### src/logic/phy_port_status_regs.vh
// Register map, field positions and reset values of the port status and interrupt block.
`ifndef PHY_PORT_STATUS_REGS_VH
`define PHY_PORT_STATUS_REGS_VH

// ============================================================
// Register indices and byte addresses
// ============================================================
`define IDX_QUICK_STATUS   8'h11
`define IDX_IRQ_ENABLE     8'h12
`define IDX_IRQ_STATUS     8'h13
`define ADR_W              10
`define ADR_QUICK_STATUS   10'h044
`define ADR_IRQ_ENABLE     10'h048
`define ADR_IRQ_STATUS     10'h04C

// ============================================================
// Quick status fields
// ============================================================
`define QS_SPEED100        14
`define QS_TX_ACT          13
`define QS_RX_ACT          12
`define QS_COLLISION       11
`define QS_LINK            10
`define QS_FULL_DUPLEX     9
`define QS_NEG_MODE        8
`define QS_NEG_DONE        7
`define QS_POL_REV         5
`define QS_PAUSE           4
`define QS_ERROR           3
`define QS_RESET           16'h0000

// ============================================================
// Interrupt enable and status fields
// ============================================================
`define IE_NEG_DONE        7
`define IE_RATE            6
`define IE_DUP             5
`define IE_LINK            4
`define IE_PORT            1
`define IE_TEST            0
`define IE_WRITE_MASK      16'h00F3
`define IE_RESET           16'h0000
`define IS_NEG_DONE        7
`define IS_RATE            6
`define IS_DUP             5
`define IS_LINK            4
`define IS_PENDING         2
`define EVENT_RESET        4'h0

`endif

### src/logic/phy_port_status_interrupt.v
// Port status reporting and interrupt logic behind a classic Wishbone slave.
// What this block does
// - Bit 14 reads 1 at 100 Mb/s.
// - Bits 13/12 show live transmit/receive activity.
// - Bits 11/10/9 show collision, link, full duplex.
// - Bit 8 shows auto-negotiation mode.
// - Bit 7 shows negotiation complete while negotiation is enabled.
// - Bit 5 shows reversed receive polarity.
// - Bit 4 mirrors partner pause capability.
// - Bit 3 shows an error such as remote fault.
// - Enable bits 7..4 unmask events, reset zero.
// - Enable bit 1 gates all interrupts, resets zero.
// - Enable bit 0 forces interrupt for test.
// - Status bit 7 flags negotiation done, read-clears.
// - Status bit 6 latches speed change until read.
// - Status bit 5 latches duplex change until read.
// - Status bit 4 latches link change until read.
// - Status bit 2 shows interrupt pending.
// - Reading status returns events then clears them.
//
// The Wishbone interface to the registers was decided locally.
`timescale 1ns/1ps
`include "phy_port_status_regs.vh"

module phy_port_status_interrupt (
    input  wire        i_clk,
    input  wire        i_sys_rst,
    // Wishbone classic slave.
    input  wire        i_wb_cyc,
    input  wire        i_wb_stb,
    input  wire        i_wb_we,
    input  wire [9:0]  i_wb_adr,
    input  wire [3:0]  i_wb_sel,
    input  wire [31:0] i_wb_dat,
    output reg  [31:0] o_wb_dat,
    output reg         o_wb_ack,
    output reg         o_wb_err,
    // Port state levels from the transceiver core, asynchronous to i_clk.
    input  wire        i_speed_100,
    input  wire        i_tx_active,
    input  wire        i_rx_active,
    input  wire        i_collision,
    input  wire        i_link_up,
    input  wire        i_full_duplex,
    input  wire        i_neg_enabled,
    input  wire        i_neg_complete,
    input  wire        i_polarity_rev,
    input  wire        i_partner_pause,
    input  wire        i_port_error,
    // Interrupt pin, active low.
    output reg         o_irq_pending_out_n
);

    // ============================================================
    // Input synchronisation
    // ============================================================
    wire [10:0] st_s;

    pin_sync2 #(
        .WIDTH (11)
    ) u_sync (
        .i_clk     (i_clk),
        .i_sys_rst (i_sys_rst),
        .i_async   ({i_speed_100, i_tx_active, i_rx_active, i_collision, i_link_up,
                     i_full_duplex, i_neg_enabled, i_neg_complete, i_polarity_rev,
                     i_partner_pause, i_port_error}),
        .o_sync    (st_s)
    );

    // Named copies of the synchronised bundle, in port order.
    // A pin change reaches the status register three cycles later; a pulse
    // shorter than one clock period may be missed, which is fine for levels.
    wire speed_s  = st_s[10];
    wire txact_s  = st_s[9];
    wire rxact_s  = st_s[8];
    wire coll_s   = st_s[7];
    wire link_s   = st_s[6];
    wire dup_s    = st_s[5];
    wire negen_s  = st_s[4];
    wire negdn_s  = st_s[3];
    wire polrev_s = st_s[2];
    wire pause_s  = st_s[1];
    wire error_s  = st_s[0];

    // ============================================================
    // Live quick status
    // ============================================================
    reg [15:0] quick_q;
    reg [15:0] quick_d;

    always @* begin
        quick_d                 = `QS_RESET;
        quick_d[`QS_SPEED100]   = speed_s;
        quick_d[`QS_TX_ACT]     = txact_s;
        quick_d[`QS_RX_ACT]     = rxact_s;
        quick_d[`QS_COLLISION]  = coll_s;
        quick_d[`QS_LINK]       = link_s;
        quick_d[`QS_FULL_DUPLEX]= dup_s;
        quick_d[`QS_NEG_MODE]   = negen_s;
        quick_d[`QS_NEG_DONE]   = negen_s & negdn_s;
        quick_d[`QS_POL_REV]    = polrev_s;
        quick_d[`QS_PAUSE]      = pause_s;
        quick_d[`QS_ERROR]      = error_s;
    end

    // ============================================================
    // Helper functions
    // ============================================================
    // Exact match of the bus byte address against one register slot.
    function addr_hit;
        input [9:0] adr;
        input [9:0] slot;
        begin
            addr_hit = (adr == slot);
        end
    endfunction

    // Merges the two low byte lanes of a write into a 16-bit register.
    function [15:0] lane_merge;
        input [15:0] old_val;
        input [31:0] wdat;
        input [3:0]  sel;
        begin
            lane_merge = old_val;
            if (sel[0]) begin
                lane_merge[7:0] = wdat[7:0];
            end
            if (sel[1]) begin
                lane_merge[15:8] = wdat[15:8];
            end
        end
    endfunction

    // Any change of a level since the previous cycle.
    function toggled;
        input now_val;
        input prev_val;
        begin
            toggled = now_val ^ prev_val;
        end
    endfunction

    // A low-to-high step of a level since the previous cycle.
    function rose;
        input now_val;
        input prev_val;
        begin
            rose = now_val & ~prev_val;
        end
    endfunction

    // ============================================================
    // Bus answer state
    // ============================================================
    // One answer per request: the slave sits in the answer state for the
    // single cycle in which ack or err is high, so a strobe that is still
    // held there is not taken a second time.
    localparam [1:0] BUS_IDLE   = 2'b01;
    localparam [1:0] BUS_ANSWER = 2'b10;

    reg [1:0] bus_state_q;
    reg [1:0] bus_state_d;

    always @* begin
        bus_state_d = bus_state_q;
        case (bus_state_q)
            BUS_IDLE: begin
                if (i_wb_cyc & i_wb_stb) begin
                    bus_state_d = BUS_ANSWER;
                end
            end
            BUS_ANSWER: begin
                bus_state_d = BUS_IDLE;
            end
            default: begin
                bus_state_d = BUS_IDLE;
            end
        endcase
    end

    // ============================================================
    // Bus decode
    // ============================================================
    wire req     = i_wb_cyc & i_wb_stb & (bus_state_q == BUS_IDLE);
    wire hit_qs  = addr_hit(i_wb_adr, `ADR_QUICK_STATUS);
    wire hit_ie  = addr_hit(i_wb_adr, `ADR_IRQ_ENABLE);
    wire hit_is  = addr_hit(i_wb_adr, `ADR_IRQ_STATUS);
    wire mapped  = hit_qs | hit_ie | hit_is;
    wire rd_is   = req & ~i_wb_we & hit_is;

    // ============================================================
    // Enable register
    // ============================================================
    reg [15:0] ie_q;
    reg [15:0] ie_d;

    // Reserved enable bits are held at zero, so they always read back 0.
    // The write lands on the edge that takes the request.
    always @* begin
        ie_d = ie_q;
        if (req & i_wb_we & hit_ie) begin
            ie_d = lane_merge(ie_q, i_wb_dat, i_wb_sel) & `IE_WRITE_MASK;
        end
    end

    // ============================================================
    // Event detection and read-clear latches
    // ============================================================
    reg        speed_prev_q;
    reg        link_prev_q;
    reg        dup_prev_q;
    reg        negdn_prev_q;
    reg  [3:0] ev_q;
    reg  [3:0] ev_d;
    wire [3:0] ev_new;

    // Order: negotiation done, rate, duplex, link.
    // Negotiation done counts only while negotiation is enabled, matching the
    // live completion bit of the quick status word.
    assign ev_new = {rose(negen_s & negdn_s, negdn_prev_q),
                     toggled(speed_s, speed_prev_q),
                     toggled(dup_s, dup_prev_q),
                     toggled(link_s, link_prev_q)};

    always @* begin
        ev_d = ev_q;
        if (rd_is) begin
            ev_d = `EVENT_RESET;
        end
        // An event in the read cycle survives into the next interval.
        ev_d = ev_d | ev_new;
    end

    // ============================================================
    // Interrupt decision
    // ============================================================
    // The pending bit and the pin share one term, so software never sees
    // the pin low with pending clear unless the test force is on.
    wire [3:0] ev_mask  = {ie_q[`IE_NEG_DONE], ie_q[`IE_RATE],
                           ie_q[`IE_DUP], ie_q[`IE_LINK]};
    wire [3:0] unmasked = ev_q & ev_mask;
    wire       pending  = |unmasked;
    wire       irq_on   = ie_q[`IE_PORT] & (pending | ie_q[`IE_TEST]);

    // ============================================================
    // Read data
    // ============================================================
    // Unmapped addresses read as zero and are answered with err.
    reg  [15:0] rdata;
    wire [2:0]  rd_sel = {hit_qs, hit_ie, hit_is};

    always @* begin
        rdata = 16'h0000;
        case (rd_sel)
            3'b100: begin
                rdata = quick_q;
            end
            3'b010: begin
                rdata = ie_q;
            end
            3'b001: begin
                rdata[`IS_NEG_DONE] = ev_q[3];
                rdata[`IS_RATE]     = ev_q[2];
                rdata[`IS_DUP]      = ev_q[1];
                rdata[`IS_LINK]     = ev_q[0];
                rdata[`IS_PENDING]  = pending;
            end
            default: begin
                rdata = 16'h0000;
            end
        endcase
    end

    // ============================================================
    // Live status register
    // ============================================================
    always @(posedge i_clk) begin
        if (i_sys_rst) begin
            quick_q <= `QS_RESET;
        end else begin
            quick_q <= quick_d;
        end
    end

    // ============================================================
    // Enable register
    // ============================================================
    always @(posedge i_clk) begin
        if (i_sys_rst) begin
            ie_q <= `IE_RESET;
        end else begin
            ie_q <= ie_d;
        end
    end

    // ============================================================
    // Event latches and level history
    // ============================================================
    // The history flops reset to the same zero as the synchroniser, so a
    // level that is already high at release is reported once as a change.
    always @(posedge i_clk) begin
        if (i_sys_rst) begin
            ev_q         <= `EVENT_RESET;
            speed_prev_q <= 1'b0;
            link_prev_q  <= 1'b0;
            dup_prev_q   <= 1'b0;
            negdn_prev_q <= 1'b0;
        end else begin
            ev_q         <= ev_d;
            speed_prev_q <= speed_s;
            link_prev_q  <= link_s;
            dup_prev_q   <= dup_s;
            negdn_prev_q <= negen_s & negdn_s;
        end
    end

    // ============================================================
    // Bus answer registers
    // ============================================================
    // Write cycles return zero data, so stale status never shows on the bus.
    always @(posedge i_clk) begin
        if (i_sys_rst) begin
            bus_state_q <= BUS_IDLE;
            o_wb_ack    <= 1'b0;
            o_wb_err    <= 1'b0;
            o_wb_dat    <= 32'h0000_0000;
        end else begin
            bus_state_q <= bus_state_d;
            o_wb_ack    <= req & mapped;
            o_wb_err    <= req & ~mapped;
            o_wb_dat    <= (req & ~i_wb_we) ? {16'h0000, rdata} : 32'h0000_0000;
        end
    end

    // ============================================================
    // Interrupt pin
    // ============================================================
    always @(posedge i_clk) begin
        if (i_sys_rst) begin
            o_irq_pending_out_n <= 1'b1;
        end else begin
            o_irq_pending_out_n <= ~irq_on;
        end
    end

endmodule // phy_port_status_interrupt

### src/logic/pin_sync2.v
// Two-stage synchroniser for a bundle of asynchronous status levels.
`timescale 1ns/1ps

module pin_sync2 #(
    parameter WIDTH = 8
) (
    input  wire             i_clk,
    input  wire             i_sys_rst,
    input  wire [WIDTH-1:0] i_async,
    output reg  [WIDTH-1:0] o_sync
);

    reg [WIDTH-1:0] meta_q;

    // The first stage is read only by the second stage.
    always @(posedge i_clk) begin
        if (i_sys_rst) begin
            meta_q <= {WIDTH{1'b0}};
            o_sync <= {WIDTH{1'b0}};
        end else begin
            meta_q <= i_async;
            o_sync <= meta_q;
        end
    end

endmodule // pin_sync2

### config.mk
export PLATFORM = sky130hd
export DESIGN_NAME = phy_port_status_interrupt
export DESIGN_NICKNAME = d
export VERILOG_FILES = /design/src/logic/phy_port_status_interrupt.v /design/src/logic/pin_sync2.v
export VERILOG_INCLUDE_DIRS = /design/src /design/src/logic
export SDC_FILE = /design/constraint.sdc
export NUM_CORES = 1
export LEC_CHECK = 0
export BUFFER_PORTS_ARGS = -buffer_cell sky130_fd_sc_hd__buf_2
export CORE_MARGIN = 2
export CORE_UTILIZATION = 47
export DETAILED_ROUTE_END_ITERATION = 12
export PLACE_DENSITY = 0.79
export SLEW_MARGIN = 30
export SYNTH_ARGS = -nofsm -noshare
export SYNTH_HDL_FRONTEND = slang
export SYNTH_HIERARCHICAL = 1
export SYNTH_SLANG_ARGS = --single-unit
### constraint.sdc
create_clock -name i_clk -period 2.07 [get_ports i_clk]
set_clock_uncertainty 0.2 [all_clocks]
set_input_delay 0.207 -clock i_clk [delete_from_list [all_inputs] [get_ports i_clk]]
set_output_delay 0.207 -clock i_clk [all_outputs]
set_load 0.01 [all_outputs]
==> results.md <==
* Run status: finished, final reports clean
* Top post-synthesis cells by area: dfxtp_1 55%, nor2b_2 5.8%, buf_4 5.6%
* Die area at 5420 um^2
* Final core occ at 61.4%
* Worst Hold Endpoint: ie_q[1]$_SDFFE_PP0P_
* Finished Cell Area at 2880 um^2
* Setup_tns at 0 ps
* WP data required at 2110 ps
* # H-tree levels at 3
* Antenna violations before repair at 0
* Critical path class: primary input to flop
* Share of layout cells above drive strength 1 at 33.1%
* Synth async-reset ratio at 0%
* Row count at 25
* FF-to-FF End: o_wb_dat[11]$_SDFF_PP0_
* Sequential element share of the synthesized area at 55.4%
* CP Launch Type: primary input
* Max Freq at 533 MHz
* CTS tree: yes
* All-Layer GR Usage at 15.4%
* Clock tree buffer depth at 2
* Synth area leader: dfxtp_1
* Post-cts sizing count at 0
* CTS root buffer: clkbuf_8
* Area Overhead vs Synth at 26.5%
* Leak at 1.22 nW
* Finish-stage setup viols at 0
* Cell family with most CP delay: simple AND/OR/NAND/NOR gates
* Yosys reg bits at 63
* Drt wl/cell at 11.0 um
* Hold depth at 3
* DRC viols at 0
* Dpl hpwl at 2510 um
* R2R cell count at 3
* Fin crit period at 1870 ps
* Fin. max-slew vios at 0
* Post-synthesis instance total at 209
* Number of max-cap violations at 0
* Drt pass-1 iters at 4
* Number of distinct library cells after synthesis at 36
* Routed via count at 1559
* Post-DR vias/cell at 4.57
* Syn_area_per_cell at 10.9 um^2
* Antenna diodes at 0
* Global-route wire length before repair at 6080 um
* Pwr/cell area at 833 nW/um^2
* ANT nets after route at 0
* Width of the die at 73.6 um
* Number of buffers created by CTS at 9
* Clock transition at path regs at 60 ps
* RD Place Congestion at 0.819
* Synthesized area at 2280 um^2
* Max stage delay on crit path at 770 ps
* Area after DPL at 2510 um^2
* PortBufs at 50
* Pin count of the biggest net entering global routing at 42
* Postcts setup bufs at 0
* CP cell instances: dlygate4sd3_1 > buf_2 > or4b_2 > nor3_1
* Post-synth EDFFs at 0
* Die H at 73.6 um
* Congestion Overflow GR at 0
* Post-synth top flop: dfxtp_1
* Clk Latency, worst-skew pair at 330 ps
* DR iter-0 viols at 75
* Initial Utilization at 48.5%
* Nets at 344
* Worst Setup End Kind: flop
* Clock sinks at 63
* Final number of hold-violating endpoints at 0
* FF-to-FF Start: bus_state_q[1]$_SDFFE_PP0P_
* CP Buf/Inv Count at 2
* Critical Path AT at 1910 ps
* Hold Crit Start: i_wb_dat[1]
* Crit-path slowest cell: or4b_2
* Most common cell in the synthesized netlist: dfxtp_1
* Vias in the first global route at 1463
* Maximum vdd drop at 0.626 mV
* Worst hold slack at 35.4 ps
* Core ar. at 4690 um^2
* Hold Path Class: primary input to flop
* Top cells by count, synth: 63 x dfxtp_1, 17 x buf_4, 17 x nor2b_1, 15 x nand2b_1, 15 x nor2b_2
* R2r setup slk at 310 ps
* RSZ-0062 raised after global routing: false
* Final Cycle Share at 90.6%
* Syn. warnings at 6
* DRT Wirelength at 3740 um
* Num ports at 97
* Crit-path max FO at 14
* Post-synth top area share at 55.4%
worst min-delay path: stages:
cell and delay (ps):
buf_2 70, nor2b_1 120, mux2_4 140
metal layers:
layer / track usage, % / routed length (um) / share of wire [%] / up-vias
li1: - / - / - / 792
met1: 16.2 / 1650 / 44 / 696
met3: 5.08 / 259 / 6.9 / 8
met4: 11.9 / 76 / 2.0 / 0
met2: 25.1 / 1750 / 47 / 63
met5: 0 / 0 / 0 / -
cell type report:
| cell class | count | area (um^2) |
|---|---|---|
| fill | 378 | 1810 |
| inverter | 12 | 45.0 |
| timing repair buffer | 73 | 468 |
| multi-input combinational | 123 | 850 |
| clock inverter | 6 | 61.3 |
| clock buffer | 10 | 128 |
| sequential | 63 | 1260 |
| tap | 54 | 67.6 |
power by group:
part | total (mW) | switching [mW] | internal (mW)
Combinational | 0.157 | 0.0710 | 0.0856
Clock | 0.987 | 0.436 | 0.551
Sequential | 1.26 | 0.0117 | 1.25
Total | 2.40 | 0.519 | 1.88
cells by family after synthesis:
family,after synthesis,synth area share (%)
simple gates,82,25.1
flops,63,55.4
buf+inv,39,9.94
compound gates,11,3.52
mux,10,4.78
xor+xnor,3,1.15
other cells,1,0.165
placed cells by master, fill, tap and decap left out, types with 6 or more instances in the layout:
master,n
inv_1,12
nand2b_1,15
nor3_1,11
nor2b_2,15
conb_1,17
mux2i_1,6
nor2b_1,17
dfxtp_1,63
buf_2,50
clkbuf_8,9
dlygate4sd3_1,18
metrics by stage:
stage | worst slack [ps] | power (mW) | instances
CTS | 206 | 2.43 | 341
floorplan | 174 | 1.39 | 225
global placement | 171 | 1.41 | 307
global route | 158 | 2.50 | 341
finish | 195 | 2.40 | 341
detailed placement | 102 | 1.41 | 307
how the worst max path moves through the flow:
stage                           start                      end  slack, ps  depth (start not counted)
after global routing        i_sys_rst  o_wb_dat[14]$_SDFF_PP0_        160                          4
after CTS                   i_sys_rst  o_wb_dat[11]$_SDFF_PP0_        210                          4
after global placement    i_wb_adr[7]   o_wb_dat[0]$_SDFF_PP0_        170                          5
after detailed placement  i_wb_adr[7]   o_wb_dat[8]$_SDFF_PP0_        100                          5
after floorplan           i_wb_adr[7]     ie_q[1]$_SDFFE_PP0P_        170                          3
final                       i_sys_rst  o_wb_dat[11]$_SDFF_PP0_        200                          4
what timing repair did:
item | 4_1_cts | 5_1_grt
endpoints found under the setup margin | 0 | 0
hold buffers | 18 | 0
endpoints found under the hold margin | 19 | 0
flip-flops by register name (all words and copies together) (netlist names):
signal               count
bus_state_q              2
ie_q                     6
ev_q                     4
u_sync/meta_q           11
o_wb_ack                 1
u_sync/o_sync           11
o_irq_pending_out_n      1
o_wb_dat                15
quick_q                 11
o_wb_err                 1
Note: power is estimated with default switching activity, not from simulation.
